$ cat src/inc/mmcm_map.svh
// register offsets, field positions, reset values and counts of the coil map
// assumes holding registers are addressed by their 16-bit offset
`ifndef MMCM_MAP_SVH
`define MMCM_MAP_SVH
// basic meter holding registers
`define MMCM_POLL_BASIC 16'h9c51
`define MMCM_RESET_BASIC 16'h9c52
`define MMCM_OUT_BASIC 16'h9c55
`define MMCM_STORE_BASIC 16'h9c56
// other meter types
`define MMCM_POLL_LOW 16'h9c61
`define MMCM_POLL_HIGH 16'h9c62
`define MMCM_OUT_STATE 16'h9c66
`define MMCM_RESET_CMD 16'h9c67
`define MMCM_STORE_LOW 16'h9c69
`define MMCM_STORE_HIGH 16'h9c6a
// response delay bit positions
`define MMCM_DELAY_BIT_BASIC 4'ha
`define MMCM_DELAY_BIT_HIGH 4'h3
// reset values and answers
`define MMCM_POLL_FACTORY 16'hffff
`define MMCM_STORE_FACTORY 16'h0000
`define MMCM_UNUSED_READ 16'h8000
// terminators
`define MMCM_TERM_SKIP 8'h24
`define MMCM_TERM_STORE 8'h2a
// values walked by the background loop
`define MMCM_VALUES_BASIC 10
`define MMCM_VALUES_FULL 19
`endif

$ cat src/inc/mmcm_pkg.sv
// types shared by the coil map: requests, meter commands, coil decode, states
// assumes nothing beyond a SystemVerilog compiler
package mmcm_pkg;
	typedef enum logic [2:0] {MMCM_COIL_RD, MMCM_COIL_WR, MMCM_REG_RD, MMCM_REG_WR,
		MMCM_VAL_RD, MMCM_VAL_WR} mmcm_kind_t;
	typedef struct packed {
		mmcm_kind_t kind;
		logic [15:0] addr;
		logic [15:0] data;
	} mmcm_req_t;
	typedef struct packed {
		logic write;
		logic [4:0] idx;
		logic [15:0] wdata;
		logic [7:0] term;
	} mmcm_meter_cmd_t;
	typedef enum logic [2:0] {MMCM_SEL_NONE, MMCM_SEL_OUT, MMCM_SEL_RST, MMCM_SEL_PLO,
		MMCM_SEL_PHI, MMCM_SEL_SLO, MMCM_SEL_SHI} mmcm_sel_t;
	typedef struct packed {
		mmcm_sel_t sel;
		logic [3:0] bitn;
	} mmcm_coil_t;
	typedef enum logic [2:0] {MMCM_ST_IDLE, MMCM_ST_BG, MMCM_ST_MRD, MMCM_ST_MWR,
		MMCM_ST_MRB} mmcm_state_t;
endpackage

$ cat src/verilog/mmcm_coil_map.sv
// coil and holding-register map of the serial option card, with background poll loop
// assumes a master front end that delivers decoded requests and a meter link port
`timescale 1ns/1ps
`include "mmcm_map.svh"

module mmcm_coil_map import mmcm_pkg::*; #(
	parameter int VALUES_BASIC = `MMCM_VALUES_BASIC,
	parameter int VALUES_FULL = `MMCM_VALUES_FULL
) (
	input wire logic ref_clk,
	input wire logic reset_n,
	input wire logic meter_is_basic,
	input wire logic req_valid,
	input wire mmcm_req_t req,
	output logic req_ready,
	output logic resp_valid,
	output logic [15:0] resp_data,
	input wire logic [3:0] setpoint_state,
	input wire logic [3:0] manual_mode,
	output logic out_force_valid,
	output logic [3:0] out_force_value,
	output logic reset_valid,
	output logic [15:0] reset_mask,
	output logic meter_cmd_valid,
	output mmcm_meter_cmd_t meter_cmd,
	input wire logic meter_done,
	input wire logic [15:0] meter_rdata,
	input wire logic nv_valid,
	input wire logic [15:0] nv_poll_low,
	input wire logic [15:0] nv_poll_high,
	output logic nv_save_valid,
	output logic [31:0] nv_save_data
);
	// coil number to storage word and bit, per meter variant
	function automatic mmcm_coil_t coil_map(input logic [15:0] n, input logic b);
		mmcm_coil_t m;
		logic [15:0] d;
		m.sel = MMCM_SEL_NONE;
		m.bitn = 4'h0;
		d = 16'h0000;
		if (n < 16'h0004) begin
			m.sel = MMCM_SEL_OUT;
			m.bitn = n[3:0];
		end else if (b) begin
			unique case (n) inside
				16'h0004: begin m.sel = MMCM_SEL_RST; m.bitn = 4'h2; end
				16'h0005: begin m.sel = MMCM_SEL_RST; m.bitn = 4'h3; end
				16'h0009: begin m.sel = MMCM_SEL_RST; m.bitn = 4'h4; end
				[16'h000a:16'h0013]: begin d = n - 16'h000a; m.sel = MMCM_SEL_PLO; end
				[16'h0014:16'h001c]: begin d = n - 16'h0014; m.sel = MMCM_SEL_SLO; end
				16'h001d: begin m.sel = MMCM_SEL_PLO; m.bitn = `MMCM_DELAY_BIT_BASIC; end
				default: m.sel = MMCM_SEL_NONE;
			endcase
			if (m.sel == MMCM_SEL_PLO && n != 16'h001d || m.sel == MMCM_SEL_SLO) begin
				m.bitn = d[3:0];
			end
		end else begin
			unique case (n) inside
				16'h0004: begin m.sel = MMCM_SEL_RST; m.bitn = 4'h2; end
				16'h0005: begin m.sel = MMCM_SEL_RST; m.bitn = 4'h3; end
				16'h0006: begin m.sel = MMCM_SEL_RST; m.bitn = 4'h7; end
				16'h0007: begin m.sel = MMCM_SEL_RST; m.bitn = 4'h6; end
				16'h0008: begin m.sel = MMCM_SEL_RST; m.bitn = 4'h5; end
				// poll bits, counter start poll lands on bit five
				[16'h000a:16'h0019]: begin d = n - 16'h000a; m.sel = MMCM_SEL_PLO; end
				[16'h001a:16'h001d]: begin d = n - 16'h001a; m.sel = MMCM_SEL_PHI; end
				[16'h001e:16'h002d]: begin d = n - 16'h001e; m.sel = MMCM_SEL_SLO; end
				[16'h002e:16'h0030]: begin d = n - 16'h002e; m.sel = MMCM_SEL_SHI; end
				default: m.sel = MMCM_SEL_NONE;
			endcase
			if (m.sel inside {MMCM_SEL_PLO, MMCM_SEL_PHI, MMCM_SEL_SLO, MMCM_SEL_SHI}) begin
				m.bitn = d[3:0];
			end
		end
		return m;
	endfunction

	mmcm_state_t state_ff, nxt_state; // sequencer state
	logic basic_ff, nxt_basic; // variant strap caught after reset
	logic caught_ff, nxt_caught; // strap taken
	logic boot_ff, nxt_boot; // power-up sweep in progress
	logic [15:0] poll_lo_ff, nxt_poll_lo; // poll select low word
	logic [15:0] poll_hi_ff, nxt_poll_hi; // poll select high word
	logic [15:0] store_lo_ff, nxt_store_lo; // store select low word
	logic [15:0] store_hi_ff, nxt_store_hi; // store select high word
	logic [4:0] idx_ff, nxt_idx; // background loop index
	logic resp_valid_ff, nxt_resp_valid;
	logic [15:0] resp_data_ff, nxt_resp_data;
	logic force_ff, nxt_force;
	logic [3:0] force_val_ff, nxt_force_val;
	logic rst_ff, nxt_rst;
	logic [15:0] rst_mask_ff, nxt_rst_mask;
	logic cmd_valid_ff, nxt_cmd_valid;
	mmcm_meter_cmd_t cmd_ff, nxt_cmd;
	logic save_ff, nxt_save;
	mmcm_coil_t cm; // decode of the requested coil
	logic take; // request accepted this cycle
	logic delay_on; // response delay coil
	logic [31:0] poll_all, store_all; // masks indexed by value
	logic [4:0] last_idx; // last value index of this variant
	logic [15:0] reg_rd; // holding register read word
	logic coil_rd; // coil read bit

	assign req_ready = (state_ff == MMCM_ST_IDLE);
	assign take = req_valid && req_ready;
	// frame carries zero-based number, which is the one-based address minus one
	assign cm = coil_map(req.addr, basic_ff);
	assign poll_all = {poll_hi_ff, poll_lo_ff};
	assign store_all = {store_hi_ff, store_lo_ff};
	assign delay_on = basic_ff ? poll_lo_ff[`MMCM_DELAY_BIT_BASIC]
		: poll_hi_ff[`MMCM_DELAY_BIT_HIGH];
	assign last_idx = basic_ff ? 5'(VALUES_BASIC - 1) : 5'(VALUES_FULL - 1);

	// read paths for coils and holding registers
	always_comb begin
		unique case (cm.sel)
			MMCM_SEL_OUT: coil_rd = setpoint_state[cm.bitn[1:0]];
			MMCM_SEL_PLO: coil_rd = poll_lo_ff[cm.bitn];
			MMCM_SEL_PHI: coil_rd = poll_hi_ff[cm.bitn];
			MMCM_SEL_SLO: coil_rd = store_lo_ff[cm.bitn];
			MMCM_SEL_SHI: coil_rd = store_hi_ff[cm.bitn];
			default: coil_rd = 1'b0; // reset coils read zero
		endcase
		reg_rd = `MMCM_UNUSED_READ;
		if (basic_ff) begin
			unique case (req.addr)
				`MMCM_POLL_BASIC: reg_rd = poll_lo_ff;
				`MMCM_RESET_BASIC: reg_rd = 16'h0000;
				`MMCM_OUT_BASIC: reg_rd = {12'h000, setpoint_state};
				`MMCM_STORE_BASIC: reg_rd = store_lo_ff;
				default: reg_rd = `MMCM_UNUSED_READ;
			endcase
		end else begin
			unique case (req.addr)
				`MMCM_POLL_LOW: reg_rd = poll_lo_ff;
				`MMCM_POLL_HIGH: reg_rd = poll_hi_ff;
				`MMCM_OUT_STATE: reg_rd = {12'h000, setpoint_state};
				`MMCM_RESET_CMD: reg_rd = 16'h0000;
				`MMCM_STORE_LOW: reg_rd = store_lo_ff;
				`MMCM_STORE_HIGH: reg_rd = store_hi_ff;
				default: reg_rd = `MMCM_UNUSED_READ;
			endcase
		end
	end

	// request handling, background loop and meter sequencing
	always_comb begin
		nxt_state = state_ff;
		nxt_basic = basic_ff;
		nxt_caught = 1'b1;
		nxt_boot = boot_ff;
		nxt_poll_lo = poll_lo_ff;
		nxt_poll_hi = poll_hi_ff;
		nxt_store_lo = store_lo_ff;
		nxt_store_hi = store_hi_ff;
		nxt_idx = idx_ff;
		nxt_resp_valid = 1'b0;
		nxt_resp_data = resp_data_ff;
		nxt_force = 1'b0;
		nxt_force_val = force_val_ff;
		nxt_rst = 1'b0;
		nxt_rst_mask = rst_mask_ff;
		nxt_cmd_valid = cmd_valid_ff;
		nxt_cmd = cmd_ff;
		nxt_save = 1'b0;
		if (!caught_ff) begin
			nxt_basic = meter_is_basic;
		end
		// stored poll settings replace factory ones
		if (nv_valid && state_ff == MMCM_ST_IDLE && !take) begin
			nxt_poll_lo = nv_poll_low;
			nxt_poll_hi = nv_poll_high;
		end
		unique case (state_ff)
			MMCM_ST_IDLE: begin
				if (take) begin
					nxt_resp_valid = 1'b1;
					unique case (req.kind)
						MMCM_COIL_RD: nxt_resp_data = {15'h0000, coil_rd};
						MMCM_REG_RD: nxt_resp_data = reg_rd;
						MMCM_COIL_WR: begin
							nxt_resp_data = req.data;
							unique case (cm.sel)
								MMCM_SEL_OUT: begin
									// forcing only takes effect in manual mode
									nxt_force = manual_mode[cm.bitn[1:0]];
									nxt_force_val = setpoint_state;
									nxt_force_val[cm.bitn[1:0]] = req.data[0];
								end
								MMCM_SEL_RST: begin
									nxt_rst = req.data[0];
									nxt_rst_mask = 16'h0001 << cm.bitn;
								end
								MMCM_SEL_PLO: begin
									nxt_poll_lo[cm.bitn] = req.data[0];
									nxt_save = 1'b1;
								end
								MMCM_SEL_PHI: begin
									nxt_poll_hi[cm.bitn] = req.data[0];
									nxt_save = 1'b1;
								end
								MMCM_SEL_SLO: nxt_store_lo[cm.bitn] = req.data[0];
								MMCM_SEL_SHI: nxt_store_hi[cm.bitn] = req.data[0];
								default: nxt_force = 1'b0;
							endcase
						end
						MMCM_REG_WR: begin
							nxt_resp_data = req.data;
							if (req.addr == (basic_ff ? `MMCM_OUT_BASIC : `MMCM_OUT_STATE)) begin
								// only manual outputs take the written state
								nxt_force = 1'b1;
								nxt_force_val = (req.data[3:0] & manual_mode)
									| (setpoint_state & ~manual_mode);
							end else if (req.addr == (basic_ff ? `MMCM_RESET_BASIC
								: `MMCM_RESET_CMD)) begin
								nxt_rst = |req.data;
								nxt_rst_mask = req.data;
							end else if (req.addr == (basic_ff ? `MMCM_POLL_BASIC
								: `MMCM_POLL_LOW)) begin
								nxt_poll_lo = req.data;
								nxt_save = 1'b1;
							end else if (!basic_ff && req.addr == `MMCM_POLL_HIGH) begin
								nxt_poll_hi = req.data;
								nxt_save = 1'b1;
							end else if (req.addr == (basic_ff ? `MMCM_STORE_BASIC
								: `MMCM_STORE_LOW)) begin
								nxt_store_lo = req.data;
							end else if (!basic_ff && req.addr == `MMCM_STORE_HIGH) begin
								nxt_store_hi = req.data;
							end
						end
						MMCM_VAL_RD: begin
							// fetch fresh value before answering
							nxt_resp_valid = 1'b0;
							nxt_cmd_valid = 1'b1;
							nxt_cmd = '{1'b0, req.addr[4:0], 16'h0000, 8'h00};
							nxt_state = MMCM_ST_MRD;
						end
						MMCM_VAL_WR: begin
							// early answer only with the delay coil on
							nxt_resp_valid = delay_on;
							nxt_resp_data = req.data;
							nxt_cmd_valid = 1'b1;
							nxt_cmd = '{1'b1, req.addr[4:0], req.data,
								store_all[req.addr[4:0]] ? `MMCM_TERM_STORE
								: `MMCM_TERM_SKIP};
							nxt_state = MMCM_ST_MWR;
						end
						default: nxt_resp_valid = 1'b0;
					endcase
				end else if (boot_ff || poll_all[idx_ff]) begin
					// sweep all at power-up, else only enabled values
					nxt_cmd_valid = 1'b1;
					nxt_cmd = '{1'b0, idx_ff, 16'h0000, 8'h00};
					nxt_state = MMCM_ST_BG;
				end else begin
					nxt_idx = (idx_ff >= last_idx) ? 5'h00 : idx_ff + 5'h01;
				end
			end
			MMCM_ST_BG: begin
				if (meter_done) begin
					nxt_cmd_valid = 1'b0;
					nxt_state = MMCM_ST_IDLE;
					nxt_idx = (idx_ff >= last_idx) ? 5'h00 : idx_ff + 5'h01;
					if (idx_ff >= last_idx) begin
						nxt_boot = 1'b0;
					end
				end
			end
			MMCM_ST_MRD, MMCM_ST_MRB: begin
				if (meter_done) begin
					nxt_cmd_valid = 1'b0;
					nxt_resp_valid = 1'b1;
					nxt_resp_data = meter_rdata;
					nxt_state = MMCM_ST_IDLE;
				end
			end
			MMCM_ST_MWR: begin
				if (meter_done) begin
					// read back before answering when the delay coil is off
					nxt_cmd_valid = !delay_on;
					nxt_cmd.write = 1'b0;
					nxt_state = delay_on ? MMCM_ST_IDLE : MMCM_ST_MRB;
				end
			end
		endcase
	end

	// state registers, factory values on reset
	always_ff @(posedge ref_clk) begin
		if (!reset_n) begin
			state_ff <= MMCM_ST_IDLE;
			basic_ff <= 1'b0;
			caught_ff <= 1'b0;
			boot_ff <= 1'b1;
			poll_lo_ff <= `MMCM_POLL_FACTORY;
			poll_hi_ff <= `MMCM_POLL_FACTORY;
			store_lo_ff <= `MMCM_STORE_FACTORY;
			store_hi_ff <= `MMCM_STORE_FACTORY;
			idx_ff <= 5'h00;
			resp_valid_ff <= 1'b0;
			resp_data_ff <= 16'h0000;
			force_ff <= 1'b0;
			force_val_ff <= 4'h0;
			rst_ff <= 1'b0;
			rst_mask_ff <= 16'h0000;
			cmd_valid_ff <= 1'b0;
			cmd_ff <= '0;
			save_ff <= 1'b0;
		end else begin
			state_ff <= nxt_state;
			basic_ff <= nxt_basic;
			caught_ff <= nxt_caught;
			boot_ff <= nxt_boot;
			poll_lo_ff <= nxt_poll_lo;
			poll_hi_ff <= nxt_poll_hi;
			store_lo_ff <= nxt_store_lo;
			store_hi_ff <= nxt_store_hi;
			idx_ff <= nxt_idx;
			resp_valid_ff <= nxt_resp_valid;
			resp_data_ff <= nxt_resp_data;
			force_ff <= nxt_force;
			force_val_ff <= nxt_force_val;
			rst_ff <= nxt_rst;
			rst_mask_ff <= nxt_rst_mask;
			cmd_valid_ff <= nxt_cmd_valid;
			cmd_ff <= nxt_cmd;
			save_ff <= nxt_save;
		end
	end

	assign resp_valid = resp_valid_ff;
	assign resp_data = resp_data_ff;
	assign out_force_valid = force_ff;
	assign out_force_value = force_val_ff;
	assign reset_valid = rst_ff;
	assign reset_mask = rst_mask_ff;
	assign meter_cmd_valid = cmd_valid_ff;
	assign meter_cmd = cmd_ff;
	assign nv_save_valid = save_ff;
	assign nv_save_data = poll_all;
endmodule

$ cat config.mk
export PLATFORM = sky130hd
export DESIGN_NAME = mmcm_coil_map
export DESIGN_NICKNAME = d
export VERILOG_FILES = /design/src/inc/mmcm_pkg.sv /design/src/verilog/mmcm_coil_map.sv
export VERILOG_INCLUDE_DIRS = /design/src /design/src/inc
export SDC_FILE = /design/constraint.sdc
export NUM_CORES = 1
export LEC_CHECK = 0
export ABC_AREA = 1
export ABC_CLOCK_PERIOD_IN_PS = 3800
export BUFFER_PORTS_ARGS = -buffer_cell sky130_fd_sc_hd__clkbuf_2
export CORE_UTILIZATION = 40
export CTS_BUF_LIST = sky130_fd_sc_hd__clkbuf_8
export DETAILED_ROUTE_END_ITERATION = 12
export HOLD_SLACK_MARGIN = 0.05
export SLEW_MARGIN = 25
export SYNTH_ARGS = -nofsm -noshare
export SYNTH_HDL_FRONTEND = slang
export SYNTH_SLANG_ARGS = --single-unit
$ cat constraint.sdc
create_clock -name ref_clk -period 3.8 [get_ports ref_clk]
set_clock_uncertainty 0.1 [all_clocks]
set_input_delay 0.19 -clock ref_clk [delete_from_list [all_inputs] [get_ports ref_clk]]
set_output_delay 0.19 -clock ref_clk [all_outputs]
set_load 0.005 [all_outputs]
After elaboration in Yosys (flattened, before gate mapping). Index checks and enable logic that the tools add are counted.

Output and inout port bits: 104. Input port bits: 97. Word-level logic and storage cells: 301. Register bits after elaboration: 146.

Multiplexer cells: 133. Reduce and logical (&&, ||, !) cells: 49. $lt $le $gt $ge: 19. Eq/ne operators: 68. Add/subtract/negate cells: 6. Shift operators: 1. Bitwise logic cells: 4.

Operators by type and width (count): $mux 16 (34); $pmux 16 s2 (6); $eq 16x16->1 const B (10); $pmux 16 s6 (1); $bwmux 16 (4); $eq 16x16->1 (4); $eq 16x3->1 const B (4); $le 16x5->1 const B (4); $pmux 16 s4 (1); $mux 30 (2); $pmux 30 s2 (1); $ge 16x5->1 const B (3); $pmux 16 s3 (1); $eq 16x4->1 const B (2); $le 16x6->1 const B (2); $pmux 4 s4 (2); $eq 3x3->1 const B (10); $pmux 3 s5 (2); $mux 1 (29); $ne 2x2->1 const B (14); $mux 3 (9); $mux 5 (5); $eq 3x2->1 const B (8); $mux 6 (4); other kinds (55) (118).

Longest topological paths before layout.
Depth in word-level cells: 21. Mapped depth: 29. Mapped depth without buffers: 27.

Worst setup path after synthesis. Ideal clock, no wire load.

Kind: in2reg. Start point: input port req[18] in the netlist's numbering. End point: register resp_data_ff[0], in the netlist resp_data[0]. Library setup time: 120 ps. Data arrival time: 2896 ps. Cell stages on the path: 24. Path slack: 684 ps. Buffers on the path: 2. Data required time: 3580 ps. Path through: clkbuf_1 -> inv_1 -> ha_1 -> a21oi_1 -> inv_1 -> nor2_4 -> nand3_2 -> nand2_4 -> nand2_2 -> nor3_2 -> nand2_2 -> nand2_4 -> nand2_1 -> nand3_2 -> nand2_2 -> a21boi_4 -> buf_6 -> nand2_1 -> a21oi_1 -> nor2_1 -> nand2_1 -> nand3_1 -> o21bai_1 -> a21oi_1.

Word-level cells in the longest chain between the ends: 18. Elaborated cells on any way between the ends: 89. Those cells by class: add/sub (5); order compare (12); eq/ne (29); mux (31); reduce/logical (12).

RTL lines: start: declaration (line mmcm_coil_map.sv:14) `input wire mmcm_req_t req,`; $ge 16x4->1 (not written as such) or $le 16x5->1 (tied branches) (line mmcm_coil_map.sv:107) `assign cm = coil_map(req.addr, basic_ff);`; $logic_and 1x1->1 (not written as such) (line mmcm_coil_map.sv:107); $reduce_or 2->1 (no line); $pmux 3 s3 (line mmcm_coil_map.sv:45) `unique case (n) inside`; $mux 3 (line mmcm_coil_map.sv:44) `end else if (b) begin`; $mux 3 (line mmcm_coil_map.sv:41) `if (n < 16'h0004) begin`; $eq 3x2->1 (line mmcm_coil_map.sv:54) `if (m.sel == MMCM_SEL_PLO && n != 16'h001d || m.sel == MMCM_SEL_SLO) begin`; $logic_and 1x1->1 (line mmcm_coil_map.sv:54); [... 2 more ...]; $mux 7 (line mmcm_coil_map.sv:44); $mux 7 (line mmcm_coil_map.sv:41); $bmux 1 s4 (tied with other cells) (line mmcm_coil_map.sv:121) `MMCM_SEL_SHI: coil_rd = store_hi_ff[cm.bitn];`; $mux 1, on equally long branches; $pmux 1 s5 (line mmcm_coil_map.sv:116) `unique case (cm.sel)`; $pmux 16 s3 (*) (line mmcm_coil_map.sv:178) `unique case (req.kind)`; $mux 16 (*) (line mmcm_coil_map.sv:176) `if (take) begin`; $pmux 16 s2 (*) (line mmcm_coil_map.sv:174) `unique case (state_ff)`; end signal: assignment (line mmcm_coil_map.sv:321) `resp_data_ff <= nxt_resp_data;`; end: declaration (line mmcm_coil_map.sv:88) `logic [15:0] resp_data_ff, nxt_resp_data;`.

Every way passes the cells marked *; elsewhere a longest branch is shown, timed or not. The select of a mux whose other input is x is not followed. A chain may end at the register's enable or synchronous reset.

Worst setup path in the final report.
Start point: input port req[19] in the netlist's numbering. End point: register force_ff, in the netlist out_force_valid.

Word-level cells in the longest chain between the ends: 16. Elaborated cells on any way between the ends: 59. Those cells by class: order compare (12); eq/ne (16); mux (19); reduce/logical (12).

RTL lines: $ge 16x4->1 (not written as such) or $le 16x5->1 (tied branches) (line mmcm_coil_map.sv:107); $logic_and 1x1->1 (not written as such) (line mmcm_coil_map.sv:107); $reduce_or 2->1 (no line); $pmux 3 s3 (line mmcm_coil_map.sv:45); $mux 3 (line mmcm_coil_map.sv:44); $mux 3 (line mmcm_coil_map.sv:41); $eq 3x2->1 (line mmcm_coil_map.sv:54); $logic_and 1x1->1 (line mmcm_coil_map.sv:54); $logic_or 1x1->1 (line mmcm_coil_map.sv:54); $mux 4 (line mmcm_coil_map.sv:54); $mux 7 (line mmcm_coil_map.sv:44); $mux 7 (line mmcm_coil_map.sv:41); $bmux 1 s2 (line mmcm_coil_map.sv:186) `nxt_force = manual_mode[cm.bitn[1:0]];`; $mux 1 (not written as such) (line mmcm_coil_map.sv:186); $mux 1 (line mmcm_coil_map.sv:183) `unique case (cm.sel)`; $pmux 1 s2 (*) (line mmcm_coil_map.sv:178); end signal: assignment (line mmcm_coil_map.sv:322) `force_ff <= nxt_force;`; end: declaration (line mmcm_coil_map.sv:89) `logic force_ff, nxt_force;`.

Marks and branches as above.

==> key figures <==
Logic synthesis
  • Syn Inst Count: between 1500 and 2000
  • Area share of the largest cell type after synthesis: 0.243
  • Netlist cell types: 65
  • Synth area leader: dfxtp_1
  • Main flop type after synthesis: dfxtp_1
  • Sequential area share after synthesis: 0.243
  • Largest cells by area after synthesis: dfxtp_1 24%, nand2_1 16%, o21ai_0 8.6%
  • Synthesized area per cell: about 6 um^2
  • EDFF count, synth: 0
  • Post-synth top cells: 480 x nand2_1, 199 x o21ai_0, 173 x inv_1, 167 x a21oi_1, 141 x dfxtp_1
  • Mapped Area: approximately 12000 um^2
  • Most common cell in the synthesized netlist: nand2_1
  • Async S/R FF share, synth: 0
  • Yosys warns: 0
  • Seq cells post-synth: ~140

Critical path
  • Critical path buffers and inverters: 5
  • Critical path arrival: ~3.7 ns
  • Most frequent cell on the critical path: nand3_1
  • Crit. End Element: flop
  • CP max-delay cell: dlygate4sd3_1
  • CP top delay family: simple AND/OR/NAND/NOR gates
  • Required @ worst endpoint: 4.12 ns
  • CP Cell Sequence: clkbuf_2 -> inv_2 -> ha_1 -> inv_1 -> nor2_2 -> nand3_1 -> nand3_1 -> nor2_1 -> nand3_1 -> nand3_2 -> nand3_1 -> nand2_1 -> nand2_1 -> nand2_2 -> a21boi_4 -> nand2_4 -> inv_2 -> nand2_1 -> nand4_1 -> dlygate4sd3_1 -> nand3_1 -> a21oi_1
  • CP max FO: 12
  • Crit path kind: primary input to flop
  • Worst setup startpoint: req[19]
  • CP peak stage delay: between 0.5 and 0.6 ns
  • CP Launch Type: primary input
  • Worst r2r src: state_ff[1]

Clocking
  • Reg clk slew, reported paths: about 0.090 ns
  • Worst skew pair latency: roughly 0.51 ns
  • Resized Gates After CTS: 0
  • Max Root-Sink Buffers: 2
  • H-tree depth: 4
  • Clock Sinks: about 140
  • CTS Buf Count: 17
  • Clock tree root buffer cell: clkbuf_8
  • CTS tree: built

Floorplan
  • Die Y-Extent: ~170 um
  • Initial Util: 0.412
  • DIE WIDTH: roughly 170 um
  • Num rows: 61
  • Core outline area: 28200 um^2
  • Die area: 29700 um^2
  • IO Pins: around 200

Drt
  • DR WL/cell: about 23 um
  • Number of DRC markers in iteration 0: approximately 1900
  • Total length of routed wires: 58100 um
  • Vias post-DR: approximately 15000
  • Detailed Routing Iterations Pass 1: 6
  • Antenna Nets Post-Route: 0
  • Vias/cell: 5.90
  • DRC errors left: 0

Final layout
  • Multi-input combinational cell area: 7520 um^2
  • Filler cell count: ~3000
  • Synth-to-Final Area Change: 18.9%
  • Layout Nets: about 2200
  • Register area: ~2800 um^2
  • Diode count: 0
  • Share of layout cells above drive strength 1: 0.183
  • Fin cells: 2515

Timing
  • Final WS setup: 0.469 ns
  • Setup-failing EPs final: 0
  • Final Hold Fails: 0
  • Fin crit share: 0.877
  • Final Max Tran Viols: 0
  • RSZ-0062 raised after global routing: no
  • Worst-Margin Slew: ~0.86 ns
  • Final min period: between 3 and 4 ns
  • Max-Slew Margin vs Limit: 0.427
  • Setup_tns: 0 ns
  • Fmax: 0.300 GHz
  • Hold WS: between 0.08 and 0.09 ns

Place
  • Routability-driven placement congestion ratio: 1.03
  • Cells after DPL: roughly 2400
  • Pre-CTS WS: 0.165 ns
  • Hpwl dp: around 44000 um
  • I/O Buffers: roughly 200

Power and ir drop
  • Worst vdd ir: ~0.29 mV
  • Power Density: between 400 and 500 nW/um^2
  • Leak: 6.19 nW
  • Pwr Total: around 5.7 mW

Global routing
  • Gr ovfl total: 0
  • Initial antenna violation count: 0
  • Vias in the first global route: about 13000
  • Grt met1 use: 0.515
  • First-pass GRT wire length: approximately 85000 um
  • M2 GR Usage: 0.569
  • GRT Util Overall: 0.391
  • Gr busiest metal: met2
  • Met3 Usage GRT: 0.105
  • Largest net degree at the start of global routing: 65

Hold path
  • Hold Startpoint: nv_poll_high[12]
  • Hold crit path type: primary input to flop

Status
  • Status: finished, final reports clean

Job
  • Max_cap viols: 0
-- worst paths after layout --
| kind | endpoint | cells past startpoint | slack (ns) |
|---|---|---|---|
| setup / recovery | out_force_valid | 22 | 0.47 |
| hold / removal | poll_hi_ff[12] | 4 | 0.09 |
| setup reg to reg | reset_mask[13] | 13 | 0.51 |
| hold reg to reg | basic_ff | 1 | 0.34 |
-- cells by family (layout without fill, tap and decap cells) --
group / count (synthesis) / after routing / synth area share
AO/OA/AOI/OAI: 620 / 620 / 0.312
XOR/XNOR: 4 / 4 / 0.00302
AND/OR/NAND/NOR: 826 / 826 / 0.317
flip-flops: 141 / 141 / 0.243
buffers and inverters: 308 / 530 / 0.112
adder cells (fa/ha/maj): 12 / 12 / 0.0129
other: 1 / 4 / 0.000323
-- flip-flops by register name (all words and copies together) (netlist names), 3 cells and up --
| name | count |
|---|---|
| state_ff | 3 |
| store_lo_ff | 16 |
| out_force_value | 4 |
| idx_ff | 5 |
| reset_mask | 16 |
| resp_data | 16 |
| poll_hi_ff | 16 |
| meter_cmd | 25 |
| store_hi_ff | 16 |
| poll_lo_ff | 16 |
-- cells in the final DEF, fill, tap and decap left out, types with 5 or more instances in the layout --
master         netlist  final
nand3_2              6      6
buf_4                7     56
a31oi_1              6      6
nand2_4             11     11
inv_1              173    174
nor2_1             131    127
inv_2               17     17
o21a_1              11     11
nand2_2             20     21
nor2_4               9     10
nor2_2              13     16
dlygate4sd3_1        0     43
ha_1                12     12
o32ai_1              5      5
a21o_1              16     16
o211ai_1            47     47
o311ai_0             5      5
o21ai_0            199    199
nor3_1              31     31
clkbuf_8             3     18
a211oi_1            10     10
o21ai_1             43     43
clkbuf_2             0    196
inv_6                0      6
clkinv_1            10     10
nand2_1            480    479
a311oi_1            12     12
a21oi_1            167    167
o22ai_1             68     68
nand3_1             92     92
nand4_1              8      8
dfxtp_1            141    141
nor4_1               7      5
-- through the flow --
stage / util / cell area [um^2]
final: 0.490 / 13800
after global routing: 0.490 / 13800
after global placement: 0.462 / 13000
after detailed placement: 0.462 / 13000
after CTS: 0.490 / 13800
after floorplan: - / 11600
-- worst min-delay path, stage by stage --
cell and delay [ns]:
clkbuf_2 0.08, o21ai_0 0.12, o21ai_0 0.17, a21o_1 0.10
-- layer usage --
layer  up-vias  wire [um]
met2       893      24100
li1       6925          -
met1      6855      24200
met4         0       3440
met5         -          0
met3       171       6400
-- what timing repair did --
action / in CTS / in global routing
hold buffers: 43 / 0
endpoints found under the hold margin: 46 / 0
buffers inserted: 0 / 0
-- where the power goes --
part	leakage, nW	internal, mW	total [mW]	switching, mW
Clock	0.180	0.479	1.17	0.686
Combinational	4.86	0.819	2.64	1.82
Sequential	1.15	1.70	1.87	0.175
-- cell type report --
type / count / area share
Tap cell: 378 / 0.0343
Clock buffer: 18 / 0.0180
Timing Repair Buffer: 296 / 0.134
Multi-Input combinational cell: 1466 / 0.545
Clock inverter: 14 / 0.00789
Sequential cell: 141 / 0.205
Inverter: 202 / 0.0557
(Power assumes the default switching activity.)
